[src/rtl/bpdcr_consts.vh]
// Register offsets, field positions, reset values, command codes and timing counts.
`ifndef BPDCR_CONSTS_VH
`define BPDCR_CONSTS_VH

`define BPDCR_OFF_CTRL        8'h00
`define BPDCR_OFF_STATUS      8'h04
`define BPDCR_OFF_IO_BASE     8'h08
`define BPDCR_OFF_IO_LIMIT    8'h0c
`define BPDCR_OFF_MEM_BASE    8'h10
`define BPDCR_OFF_MEM_LIMIT   8'h14
`define BPDCR_OFF_MMIO_BASE   8'h18
`define BPDCR_OFF_MMIO_LIMIT  8'h1c
`define BPDCR_OFF_BUS_NUM     8'h20
`define BPDCR_OFF_FUNC_MASK   8'h24
`define BPDCR_OFF_LAST_DEC    8'h28

`define BPDCR_CTRL_CHIP_RST   0
`define BPDCR_CTRL_SEC_RST    1
`define BPDCR_STAT_MASK_DONE  2
`define BPDCR_STAT_EXIT_BUSY  3

`define BPDCR_RST_WORD        32'h0000_0000
`define BPDCR_RST_LIMIT       32'h0000_0000
`define BPDCR_RST_FUNC_MASK   8'h01

`define BPDCR_CMD_INT_ACK     4'h0
`define BPDCR_CMD_SPECIAL     4'h1
`define BPDCR_CMD_IO_RD       4'h2
`define BPDCR_CMD_IO_WR       4'h3
`define BPDCR_CMD_MEM_RD      4'h6
`define BPDCR_CMD_MEM_WR      4'h7
`define BPDCR_CMD_CFG_RD      4'ha
`define BPDCR_CMD_CFG_WR      4'hb
`define BPDCR_CMD_MEM_RD_MUL  4'hc
`define BPDCR_CMD_DAC         4'hd
`define BPDCR_CMD_MEM_RD_LINE 4'he
`define BPDCR_CMD_MEM_WR_INV  4'hf

`define BPDCR_CFG_TYPE0       2'h0
`define BPDCR_CFG_TYPE1       2'h1
`define BPDCR_SPC_DEVICE      5'h1f
`define BPDCR_SPC_FUNCTION    3'h7

`define BPDCR_CLK_PERIOD_NS   100
`define BPDCR_EXIT_MAX_CYC    20
`define BPDCR_EXIT_CYC        5'd16

`endif

[src/rtl/bpdcr_decode.v]
// Primary-side command decode and software chip reset of a two-port bridge.
//
// Design decisions made here: the APB interface to the registers and the address map.
`include "bpdcr_consts.vh"
`timescale 1ns/10ps
`default_nettype none

module bpdcr_decode #(
    parameter ADDR_W = 32
) (
    input  wire              clock,
    input  wire              nrst,
    input  wire              psel,
    input  wire              penable,
    input  wire              pwrite,
    input  wire [7:0]        paddr,
    input  wire [31:0]       pwdata,
    output reg               pready,
    output reg  [31:0]       prdata,
    output reg               pslverr,
    input  wire              req_valid,
    input  wire [3:0]        primary_command_lanes,
    input  wire [ADDR_W-1:0] req_addr,
    input  wire              req_idsel,
    input  wire              clock_mask_done,
    output reg               dec_done,
    output reg               dec_claim,
    output reg               dec_internal,
    output reg               fwd_valid,
    output reg  [3:0]        fwd_cmd,
    output reg  [ADDR_W-1:0] fwd_addr,
    output reg               pri_out_en,
    output reg               sec_ctl_out_en,
    output reg               sec_bus_rst_n,
    output reg               buf_flush,
    output reg               chip_rst_active
);

    localparam EXIT_CNT_W = 5;

    // Exit count must not exceed the documented bound; 16 leaves margin for the output stage.
    localparam [EXIT_CNT_W-1:0] EXIT_CYC = `BPDCR_EXIT_CYC;

    reg                  chip_rst;
    reg                  sec_rst;
    reg                  mask_done;
    reg [EXIT_CNT_W-1:0] exit_cnt;
    reg                  exit_busy;
    reg [31:0]           io_base;
    reg [31:0]           io_limit;
    reg [31:0]           mem_base;
    reg [31:0]           mem_limit;
    reg [31:0]           mmio_base;
    reg [31:0]           mmio_limit;
    reg [7:0]            sec_bus;
    reg [7:0]            sub_bus;
    reg [7:0]            func_mask;
    reg [7:0]            last_dec;

    wire apb_access = psel && penable && !pready;
    wire apb_wr     = apb_access && pwrite;
    wire ctrl_wr    = apb_wr && (paddr == `BPDCR_OFF_CTRL);
    wire chip_req   = ctrl_wr && pwdata[`BPDCR_CTRL_CHIP_RST];
    wire soft_clr   = chip_req || chip_rst;
    // While a chip reset runs, the secondary bus also waits for the clock mask to arrive.
    wire sec_hold   = sec_rst || chip_req
                   || (chip_rst && !mask_done && !clock_mask_done);
    wire addr_ok    = (paddr == `BPDCR_OFF_CTRL) || (paddr == `BPDCR_OFF_STATUS)
                   || (paddr == `BPDCR_OFF_IO_BASE) || (paddr == `BPDCR_OFF_IO_LIMIT)
                   || (paddr == `BPDCR_OFF_MEM_BASE) || (paddr == `BPDCR_OFF_MEM_LIMIT)
                   || (paddr == `BPDCR_OFF_MMIO_BASE) || (paddr == `BPDCR_OFF_MMIO_LIMIT)
                   || (paddr == `BPDCR_OFF_BUS_NUM) || (paddr == `BPDCR_OFF_FUNC_MASK)
                   || (paddr == `BPDCR_OFF_LAST_DEC);

    // Control, chip reset sequencing and secondary reset.
    always @(posedge clock) begin
        if (!nrst) begin
            chip_rst  <= 1'b0;
            sec_rst   <= 1'b0;
            mask_done <= 1'b0;
            exit_cnt  <= {EXIT_CNT_W{1'b0}};
            exit_busy <= 1'b0;
        end else if (chip_req && !chip_rst) begin
            chip_rst  <= 1'b1;
            sec_rst   <= 1'b1;
            mask_done <= 1'b0;
            exit_cnt  <= {EXIT_CNT_W{1'b0}};
            exit_busy <= 1'b0;
        end else begin
            if (ctrl_wr && !pwdata[`BPDCR_CTRL_SEC_RST]) begin
                sec_rst <= 1'b0;
            end else if (ctrl_wr && !chip_rst) begin
                sec_rst <= 1'b1;
            end
            if (chip_rst && clock_mask_done) begin
                mask_done <= 1'b1;
            end
            // Release only once the bit is clear and the clock mask is in.
            if (chip_rst && !exit_busy && !sec_rst && (mask_done || clock_mask_done)) begin
                exit_busy <= 1'b1;
                exit_cnt  <= {EXIT_CNT_W{1'b0}};
            end else if (exit_busy) begin
                if (exit_cnt == EXIT_CYC - 1'b1) begin
                    chip_rst  <= 1'b0;
                    exit_busy <= 1'b0;
                    mask_done <= 1'b0;
                end else begin
                    exit_cnt <= exit_cnt + 1'b1;
                end
            end
        end
    end

    // Window and bus-number registers; a chip reset puts them back to defaults.
    always @(posedge clock) begin
        if (!nrst || soft_clr) begin
            io_base    <= `BPDCR_RST_WORD;
            io_limit   <= `BPDCR_RST_LIMIT;
            mem_base   <= `BPDCR_RST_WORD;
            mem_limit  <= `BPDCR_RST_LIMIT;
            mmio_base  <= `BPDCR_RST_WORD;
            mmio_limit <= `BPDCR_RST_LIMIT;
            sec_bus    <= 8'h00;
            sub_bus    <= 8'h00;
            func_mask  <= `BPDCR_RST_FUNC_MASK;
        end else if (apb_wr) begin
            case (paddr)
                `BPDCR_OFF_IO_BASE: begin
                    io_base <= pwdata;
                end
                `BPDCR_OFF_IO_LIMIT: begin
                    io_limit <= pwdata;
                end
                `BPDCR_OFF_MEM_BASE: begin
                    mem_base <= pwdata;
                end
                `BPDCR_OFF_MEM_LIMIT: begin
                    mem_limit <= pwdata;
                end
                `BPDCR_OFF_MMIO_BASE: begin
                    mmio_base <= pwdata;
                end
                `BPDCR_OFF_MMIO_LIMIT: begin
                    mmio_limit <= pwdata;
                end
                `BPDCR_OFF_BUS_NUM: begin
                    sec_bus <= pwdata[7:0];
                    sub_bus <= pwdata[15:8];
                end
                `BPDCR_OFF_FUNC_MASK: begin
                    func_mask <= pwdata[7:0];
                end
                default: begin
                end
            endcase
        end
    end

    // APB slave with one wait state so every answer comes from a flip-flop.
    always @(posedge clock) begin
        if (!nrst) begin
            pready  <= 1'b0;
            prdata  <= 32'h0000_0000;
            pslverr <= 1'b0;
        end else begin
            pready  <= apb_access;
            pslverr <= apb_access && !addr_ok;
            prdata  <= 32'h0000_0000;
            if (apb_access && !pwrite) begin
                case (paddr)
                    `BPDCR_OFF_CTRL: begin
                        prdata <= {30'h0, sec_rst, chip_rst};
                    end
                    `BPDCR_OFF_STATUS: begin
                        prdata <= {28'h000_0000, exit_busy, mask_done, sec_rst, chip_rst};
                    end
                    `BPDCR_OFF_IO_BASE: begin
                        prdata <= io_base;
                    end
                    `BPDCR_OFF_IO_LIMIT: begin
                        prdata <= io_limit;
                    end
                    `BPDCR_OFF_MEM_BASE: begin
                        prdata <= mem_base;
                    end
                    `BPDCR_OFF_MEM_LIMIT: begin
                        prdata <= mem_limit;
                    end
                    `BPDCR_OFF_MMIO_BASE: begin
                        prdata <= mmio_base;
                    end
                    `BPDCR_OFF_MMIO_LIMIT: begin
                        prdata <= mmio_limit;
                    end
                    `BPDCR_OFF_BUS_NUM: begin
                        prdata <= {16'h0000, sub_bus, sec_bus};
                    end
                    `BPDCR_OFF_FUNC_MASK: begin
                        prdata <= {24'h00_0000, func_mask};
                    end
                    `BPDCR_OFF_LAST_DEC: begin
                        prdata <= {24'h00_0000, last_dec};
                    end
                    default: begin
                        prdata <= 32'h0000_0000;
                    end
                endcase
            end
        end
    end

    // Combinational decode of one primary request.
    wire [31:0] a32      = req_addr[31:0];
    wire [1:0]  cfg_type = req_addr[1:0];
    wire [7:0]  tgt_bus  = req_addr[23:16];
    wire [4:0]  tgt_dev  = req_addr[15:11];
    wire [2:0]  tgt_fn   = req_addr[10:8];
    wire io_hit   = (a32 >= io_base) && (a32 <= io_limit);
    wire mem_hit  = ((a32 >= mem_base) && (a32 <= mem_limit))
                 || ((a32 >= mmio_base) && (a32 <= mmio_limit));
    wire on_sec   = (tgt_bus == sec_bus);
    wire on_sub   = (tgt_bus > sec_bus) && (tgt_bus <= sub_bus);
    wire spc_req  = (tgt_dev == `BPDCR_SPC_DEVICE) && (tgt_fn == `BPDCR_SPC_FUNCTION);

    reg              next_claim;
    reg              next_internal;
    reg              next_fwd;
    reg [3:0]        next_cmd;
    reg [ADDR_W-1:0] next_addr;

    always @* begin
        next_claim    = 1'b0;
        next_internal = 1'b0;
        next_fwd      = 1'b0;
        next_cmd      = primary_command_lanes;
        next_addr     = req_addr;
        case (primary_command_lanes)
            `BPDCR_CMD_IO_RD, `BPDCR_CMD_IO_WR: begin
                next_fwd = io_hit;
            end
            `BPDCR_CMD_MEM_RD, `BPDCR_CMD_MEM_WR: begin
                next_fwd = mem_hit;
            end
            `BPDCR_CMD_MEM_RD_MUL, `BPDCR_CMD_MEM_RD_LINE, `BPDCR_CMD_MEM_WR_INV: begin
                next_fwd = mem_hit;
            end
            `BPDCR_CMD_DAC: begin
                next_fwd = mem_hit;
            end
            `BPDCR_CMD_CFG_RD, `BPDCR_CMD_CFG_WR: begin
                if (cfg_type == `BPDCR_CFG_TYPE0) begin
                    // Type 0 is only ever an internal access, never passed on.
                    next_internal = req_idsel && func_mask[tgt_fn];
                end else if (cfg_type == `BPDCR_CFG_TYPE1) begin
                    if (on_sec) begin
                        next_fwd = 1'b1;
                        next_addr = {req_addr[ADDR_W-1:2], `BPDCR_CFG_TYPE0};
                        if ((primary_command_lanes == `BPDCR_CMD_CFG_WR) && spc_req) begin
                            next_cmd = `BPDCR_CMD_SPECIAL;
                        end
                    end else if (on_sub) begin
                        next_fwd = 1'b1;
                    end
                end
            end
            default: begin
                // Interrupt acknowledge, special cycle and reserved codes stay unclaimed.
                next_fwd = 1'b0;
            end
        endcase
        // Nothing is passed toward a secondary bus that is held in reset.
        if (sec_rst) begin
            next_fwd = 1'b0;
        end
        next_claim = next_fwd || next_internal;
    end

    // Registered decode answer; requests are dropped unanswered during chip reset.
    always @(posedge clock) begin
        if (!nrst || soft_clr) begin
            dec_done     <= 1'b0;
            dec_claim    <= 1'b0;
            dec_internal <= 1'b0;
            fwd_valid    <= 1'b0;
            fwd_cmd      <= 4'h0;
            fwd_addr     <= {ADDR_W{1'b0}};
            last_dec     <= 8'h00;
        end else if (req_valid) begin
            dec_done     <= 1'b1;
            dec_claim    <= next_claim;
            dec_internal <= next_internal;
            fwd_valid    <= next_fwd;
            fwd_cmd      <= next_fwd ? next_cmd : 4'h0;
            fwd_addr     <= next_fwd ? next_addr : {ADDR_W{1'b0}};
            last_dec     <= {next_cmd, 1'b0, next_internal, next_fwd, next_claim};
        end else begin
            dec_done  <= 1'b0;
            dec_claim <= 1'b0;
            fwd_valid <= 1'b0;
            if (sec_rst) begin
                fwd_cmd  <= 4'h0;
                fwd_addr <= {ADDR_W{1'b0}};
            end
        end
    end

    // Pin enables and reset outputs.
    always @(posedge clock) begin
        if (!nrst) begin
            pri_out_en      <= 1'b0;
            sec_ctl_out_en  <= 1'b0;
            sec_bus_rst_n   <= 1'b0;
            buf_flush       <= 1'b1;
            chip_rst_active <= 1'b0;
        end else begin
            pri_out_en      <= !soft_clr;
            sec_ctl_out_en  <= !soft_clr && !sec_rst;
            sec_bus_rst_n   <= !sec_hold;
            buf_flush       <= sec_hold;
            chip_rst_active <= chip_rst;
        end
    end

endmodule // bpdcr_decode

`default_nettype wire

[config.mk]
export PLATFORM = sky130hd
export DESIGN_NAME = bpdcr_decode
export DESIGN_NICKNAME = d
export VERILOG_FILES = /design/src/rtl/bpdcr_decode.v
export VERILOG_INCLUDE_DIRS = /design/src /design/src/rtl
export SDC_FILE = /design/constraint.sdc
export NUM_CORES = 1
export LEC_CHECK = 0
export BUFFER_PORTS_ARGS = -buffer_cell sky130_fd_sc_hd__buf_2
export CAP_MARGIN = 20
export CORE_MARGIN = 5
export CORE_UTILIZATION = 35
export DETAILED_ROUTE_END_ITERATION = 12
export GPL_ROUTABILITY_DRIVEN = 0
export PLACE_DENSITY = 0.6
export SYNTH_ARGS = -nofsm -noshare
export SYNTH_HDL_FRONTEND = slang
export SYNTH_SLANG_ARGS = --single-unit
[constraint.sdc]
create_clock -name clock -period 4.4 [get_ports clock]
set_clock_uncertainty 0.1 [all_clocks]
set_input_delay 0.44 -clock clock [delete_from_list [all_inputs] [get_ports clock]]
set_output_delay 0.44 -clock clock [all_outputs]
set_load 0.05 [all_outputs]
### After elaboration in Yosys (flattened, before gate mapping)

Index checks and enable logic that the tools add are counted.

* bitwise gates (word level): 3
* multiplexer cells: 41
* reductions and logical operators: 76
* $lt $le $gt $ge: 9
* $add $sub $neg: 1
* equal/unequal tests: 26

Operators by type and width (number)
* $pmux W32 S11: 1
* $ge A32 B32 Y1: 3
* $le A32 B32 Y1: 3
* $mux W32: 3
* $eq A8 B5 Y1 const B: 4
* $mux W4: 8
* $eq A4 B4 Y1 const B: 6
* $eq A8 B6 Y1 const B: 3
* $logic_and A1 B1 Y1: 24
* $mux W1: 23
* $reduce_and A2 Y1: 10
* $logic_or A1 B1 Y1: 17
* $eq A8 B4 Y1 const B: 2
* $logic_not A1 Y1: 12
* $eq A4 B2 Y1 const B: 2
* $eq A4 B3 Y1 const B: 2
* $eq A8 B3 Y1 const B: 1
* $eq A8 B8 Y1: 1
* $gt A8 B8 Y1: 1
* $le A8 B8 Y1: 1
* $logic_not A8 Y1: 1
* $mux W2: 4
* $reduce_or A2 Y1: 4
* $reduce_bool A2 Y1: 3
* other kinds (15): 17

* bits in registers: 311
* word-level logic and storage cells: 185

### Depth between registers and ports, before layout

* depth in word-level cells: 13
* depth in mapped cells: 12
* depth with buffers taken out: 10

### Least setup slack after synthesis

Ideal clock, no wire load.

* path kind: input to register
* from: in req_addr[0]
* to: reg last_dec[0]
* data required time: 4174 ps
* setup time: 126 ps
* arrival time: 2644 ps
* stages: 12
* path buffers: 2
* path slack: 1530 ps
* cell sequence: inv_1 ha_1 nand2b_4 a2111oi_4 o41ai_1 or4_1 a31o_1 a22o_1 a2bb2oi_4 buf_6 buf_12 o211ai_2

* word-level cells in the longest chain between the ends: 6

Ends and longest elaborated chain
* start: declaration: line bpdcr_decode.v:23 `input wire [ADDR_W-1:0] req_addr,`
* $ge A32 B32 Y1, or another cell as far along: line bpdcr_decode.v:219 `wire mem_hit = ((a32 >= mem_base) && (a32 <= mem_limit))`
* $logic_and A1 B1 Y1, or another cell as far along: line bpdcr_decode.v:219
* $logic_or A1 B1 Y1 or $mux W1 (tied branches): line bpdcr_decode.v:220, bpdcr_decode.v:251
* $pmux W1 S3: line bpdcr_decode.v:237 `case (primary_command_lanes)`
* $mux W1: line bpdcr_decode.v:272 `if (sec_rst) begin`
* $logic_or A1 B1 Y1 *: line bpdcr_decode.v:275 `next_claim = next_fwd || next_internal;`
* end signal: assignment: line bpdcr_decode.v:295 `last_dec <= {next_cmd, 1'b0, next_internal, next_fwd, next_claim};`
* end: declaration: line bpdcr_decode.v:58 `reg [7:0] last_dec;`

Mark *: on every way between the ends. The rest lies on a longest branch, timed or not.
A chain may end at the register's enable or synchronous reset.

### Worst setup path after layout

* from: reg io_limit[15]
* to: reg fwd_addr[26]

* word-level cells in the longest chain between the ends: 6

Ends and longest elaborated chain
* start: declaration: line bpdcr_decode.v:50 `reg [31:0] io_limit;`
* start signal: assignment: line bpdcr_decode.v:118 `` io_limit <= `BPDCR_RST_LIMIT; ``
* start signal: assignment: line bpdcr_decode.v:132 `io_limit <= pwdata;`
* $le A32 B32 Y1: line bpdcr_decode.v:218 `wire io_hit = (a32 >= io_base) && (a32 <= io_limit);`
* $logic_and A1 B1 Y1: line bpdcr_decode.v:218
* $pmux W1 S3: line bpdcr_decode.v:237
* $mux W1: line bpdcr_decode.v:272
* $mux W32: line bpdcr_decode.v:294 `fwd_addr <= next_fwd ? next_addr : {ADDR_W{1'b0}};`
* $mux W32: line bpdcr_decode.v:288 `end else if (req_valid) begin`
* end signal: assignment: line bpdcr_decode.v:286 `fwd_addr <= {ADDR_W{1'b0}};`
* end signal: assignment: line bpdcr_decode.v:294
* end signal: assignment: line bpdcr_decode.v:302 `fwd_addr <= {ADDR_W{1'b0}};`
* end: declaration: line bpdcr_decode.v:31 `output reg [ADDR_W-1:0] fwd_addr,`

Every way passes these cells.

==> out/summary.txt <==
RUN STATUS
--------------------------------------------------------------------------------------
Status .................................................................. finished, final reports clean

STA
--------------------------------------------------------------------------------------
Worst slew pin tran .....................................................      1190 ps
Final hold vios .........................................................            0
RSZ-0062 raised after global routing ....................................           no
Slew margin rel. ........................................................        20.9%
TNS Setup ...............................................................         0 ps
Worst hold slack across all endpoints ...................................      72.8 ps
Achievable clock frequency ..............................................    0.286 GHz
Pins Over Slew Limit ....................................................            0
Final count of negative-setup-slack endpoints ...........................            0
Final worst path period share ...........................................        79.5%
Minimum period implied by the final worst setup slack ...................      3500 ps

CRITICAL PATH
--------------------------------------------------------------------------------------
Nature of the critical path startpoint ..................................         flop
Type of destination of the critical path ................................         flop
Worst reg2reg endpoint .................................................. fwd_addr[26]
Number of cell instances on the worst register-to-register path .........           11
Arrival time reported for the critical path endpoint ....................      3800 ps
Largest fanout on the critical path .....................................           26
Start-to-end type of the worst setup path ............................... flop to flop
Data required time of the worst path ....................................      4710 ps
Source of the worst register-to-register timing path .................... io_limit[15]
R2r setup slk ...........................................................       900 ps

DRT
--------------------------------------------------------------------------------------
Post-Route WL ...........................................................     64400 um
Drc violations ..........................................................            0
Routed vias .............................................................        16774
Number of vias per cell .................................................         5.71
Per-cell routed wire length .............................................      21.9 um
Length of the first detailed-routing pass in iterations .................            7
Antenna violation net count after detailed routing ......................            0
Number of DRC markers after the initial detailed-route iteration ........         1904

LOGIC SYNTHESIS
--------------------------------------------------------------------------------------
Fraction of registers with async set or reset after synthesis ...........           0%
Mapped Area .............................................................    16900 um2
Cell count after synthesis ..............................................         2184
Cell taking the most area after synthesis ...............................      dfxtp_1
Synthesized area per cell ...............................................     7.75 um2
Synth area leaders ...................................................... dfxtp_1 37%, ha_1 16%, nand2_1 13%
Commonest register cell after synthesis .................................      dfxtp_1
Post-synth cell types ...................................................           71
Fraction of synthesized cell area taken by the top area cell type .......        36.7%
Portion of the post-synthesis area used by sequential elements ..........        36.7%
Yosys synthesis warning count ...........................................            0
Yosys reg bits ..........................................................          310
Post-synthesis net count ................................................         2478
EDFF count, synth .......................................................            0

POWER AND IR DROP
--------------------------------------------------------------------------------------
Leakage Power ...........................................................      6.98 nW
Maximum VDD drop ........................................................       218 uV
Pwr Density .............................................................   333 nW/um2

CELLS AND AREA
--------------------------------------------------------------------------------------
Proportion of layout cells with a drive suffix above 1 ..................        11.8%
# fillers ...............................................................         4758
Syn-to-layout area delta ................................................        15.4%
Register area ...........................................................     6210 um2
NumNets Final ...........................................................         2593
Area of combinational cells with multiple inputs ........................     9440 um2

CTS
--------------------------------------------------------------------------------------
Root Buffer Master ......................................................    clkbuf_16
Hold buffer count at cts ................................................            0
Clock tree sinks ........................................................          310
Clock tree from TritonCTS ...............................................          yes
CTS H-tree depth ........................................................            2
Setup Buffers After CTS .................................................            0
TritonCTS buffer count ..................................................           37
Clock slew at the register clock pins of the worst setup and hold paths .        60 ps
Maximum buffer depth of the clock tree ..................................            3
Clock Latency Late Sink .................................................       560 ps
Resized cells post-CTS ..................................................            0

GLOBAL ROUTE
--------------------------------------------------------------------------------------
Via count of the first global-routing pass ..............................        16015
First-pass GRT wire length ..............................................     97200 um
Global Route Usage Sum ..................................................        23.4%
Largest net degree at the start of global routing .......................          222
Remaining global-route overflow .........................................            0
Antenna violations before repair ........................................            4

PLACE
--------------------------------------------------------------------------------------
Port-buffer cells .......................................................          162
Hpwl dp .................................................................     45400 um

DIE
--------------------------------------------------------------------------------------
Total number of placement rows ..........................................           80
Placeable Area ..........................................................    47700 um2
IO Pins .................................................................          163
Overall die area ........................................................    52900 um2
Horizontal extent of the die ............................................       230 um
Die Height ..............................................................       230 um
Starting Density ........................................................        35.4%

MIN PATH
--------------------------------------------------------------------------------------
Startpoint of the lowest-slack hold path ................................   pwdata[26]
Hold path endpoint ...................................................... mmio_base[26]
Hold Path Stages ........................................................            3
Class of the tightest hold or removal check ............................. input pin to flop

FLOW RUN
--------------------------------------------------------------------------------------
Max-cap violations ......................................................            0

==> sequential cells by signal, indices dropped and copies added, names as in the netlist, 4 cells and up <==
signal	cells
func_mask	8
io_limit	32
fwd_cmd	4
last_dec	7
mmio_base	32
prdata	32
fwd_addr	32
sec_bus	8
io_base	32
mem_base	32
sub_bus	8
exit_cnt	5
mmio_limit	32
mem_limit	32
==> worst max path at each step <==
stage / startpoint / end / cells past startpoint
final: io_limit[15] / fwd_addr[26] / 11
after global routing: io_limit[14] / fwd_addr[4] / 11
after CTS: io_limit[13] / fwd_addr[26] / 11
after detailed placement: req_addr[0] / fwd_addr[26] / 12
after global placement: req_addr[0] / fwd_addr[24] / 12
after floorplan: req_addr[0] / last_dec[0] / 12
==> worst max-delay path: stages, from the launching register on <==
cell	delay, ps
dfxtp_1	350
inv_1	90
ha_1	310
nand4_1	180
nor4_1	570
a21boi_0	230
or3_1	130
o21ai_0	70
a221oi_1	500
a2bb2oi_4	410
buf_12	260
o21ai_0	130
==> Yosys cell counts, drive strengths merged, types with 6 or more instances <==
master	count
a211oi	6
a21o	20
a21oi	315
a221oi	11
a222oi	52
a22oi	28
a31oi	15
and2	8
and3	6
buf	16
clkbuf	104
dfxtp	310
ha	210
inv	214
nand2	566
nand3	37
nand4	41
nor2	49
nor2b	11
nor3	9
nor4	16
o21ai	72
or3	7
==> power breakdown <==
part	switching (W)	internal, W
clock	0.00124	0.00186
sequential	0.00000893	0.00282
combinational	0.000401	0.000179
total	0.00164	0.00486
==> stage by stage <==
stage                     utilization (%)  std cells  cell area, um2  worst slack (ps)  total power [W]
after floorplan                         -       2184           16900              1530          0.00322
after global placement               38.4       2874           18300               828          0.00345
after CTS                            40.9       2936           19500               992          0.00656
after global routing                 40.9       2937           19500               770          0.00673
final                                40.9       2938           19500               902          0.00651
after detailed placement             38.4       2875           18300               720          0.00346
==> layer usage <==
layer,share of wire [%],global-route usage [%],wire [um]
met5,0.064,0,41
met4,3.2,7.92,2060
met3,11,4.75,6910
met2,44,36.9,28500
met1,42,32.0,26900
==> cell families (layout without fill, tap and decap cells) <==
logic type / after synthesis / in the layout / synth area share [%]
buf+inv: 334 / 471 / 7.73
other cells: 0 / 2 / 0
simple gates: 775 / 775 / 19.6
compound gates: 546 / 546 / 19.8
flops: 310 / 310 / 36.7
xor+xnor: 3 / 3 / 0.155
mux: 6 / 6 / 0.503
fa+ha+maj: 210 / 210 / 15.5
==> cells in the final DEF, fill, tap and decap left out, types with 5 or more instances in the layout <==
master	synthesis	layout
buf_2	5	162
a222oi_1	52	52
nor2_1	49	45
a211oi_1	6	6
a221oi_1	11	11
a31oi_1	15	15
nand4_1	40	40
nor4_1	15	15
nor3_1	8	8
and2_1	7	8
a21o_1	20	20
a21oi_1	314	314
o21ai_2	6	6
inv_1	212	212
nand3_1	37	37
clkbuf_16	0	37
clkinv_2	0	5
buf_4	6	30
clkbuf_8	0	5
nand2_1	566	566
and3_1	6	6
ha_1	210	210
clkbuf_1	102	6
or3_1	7	7
nor2b_1	11	11
o21ai_0	65	65
dfxtp_1	310	310
a22oi_1	28	28
==> cell type report <==
type | count | share of cell area (%)
multi-input combinational | 1540 | 48.3
sequential | 310 | 31.8
timing repair buffer | 196 | 5.69
clock buffer | 48 | 5.21
inverter | 214 | 4.11
tap | 615 | 3.94
clock inverter | 13 | 0.923
antenna | 2 | 0.0256
No activity file was read; power rests on OpenSTA's default activity.
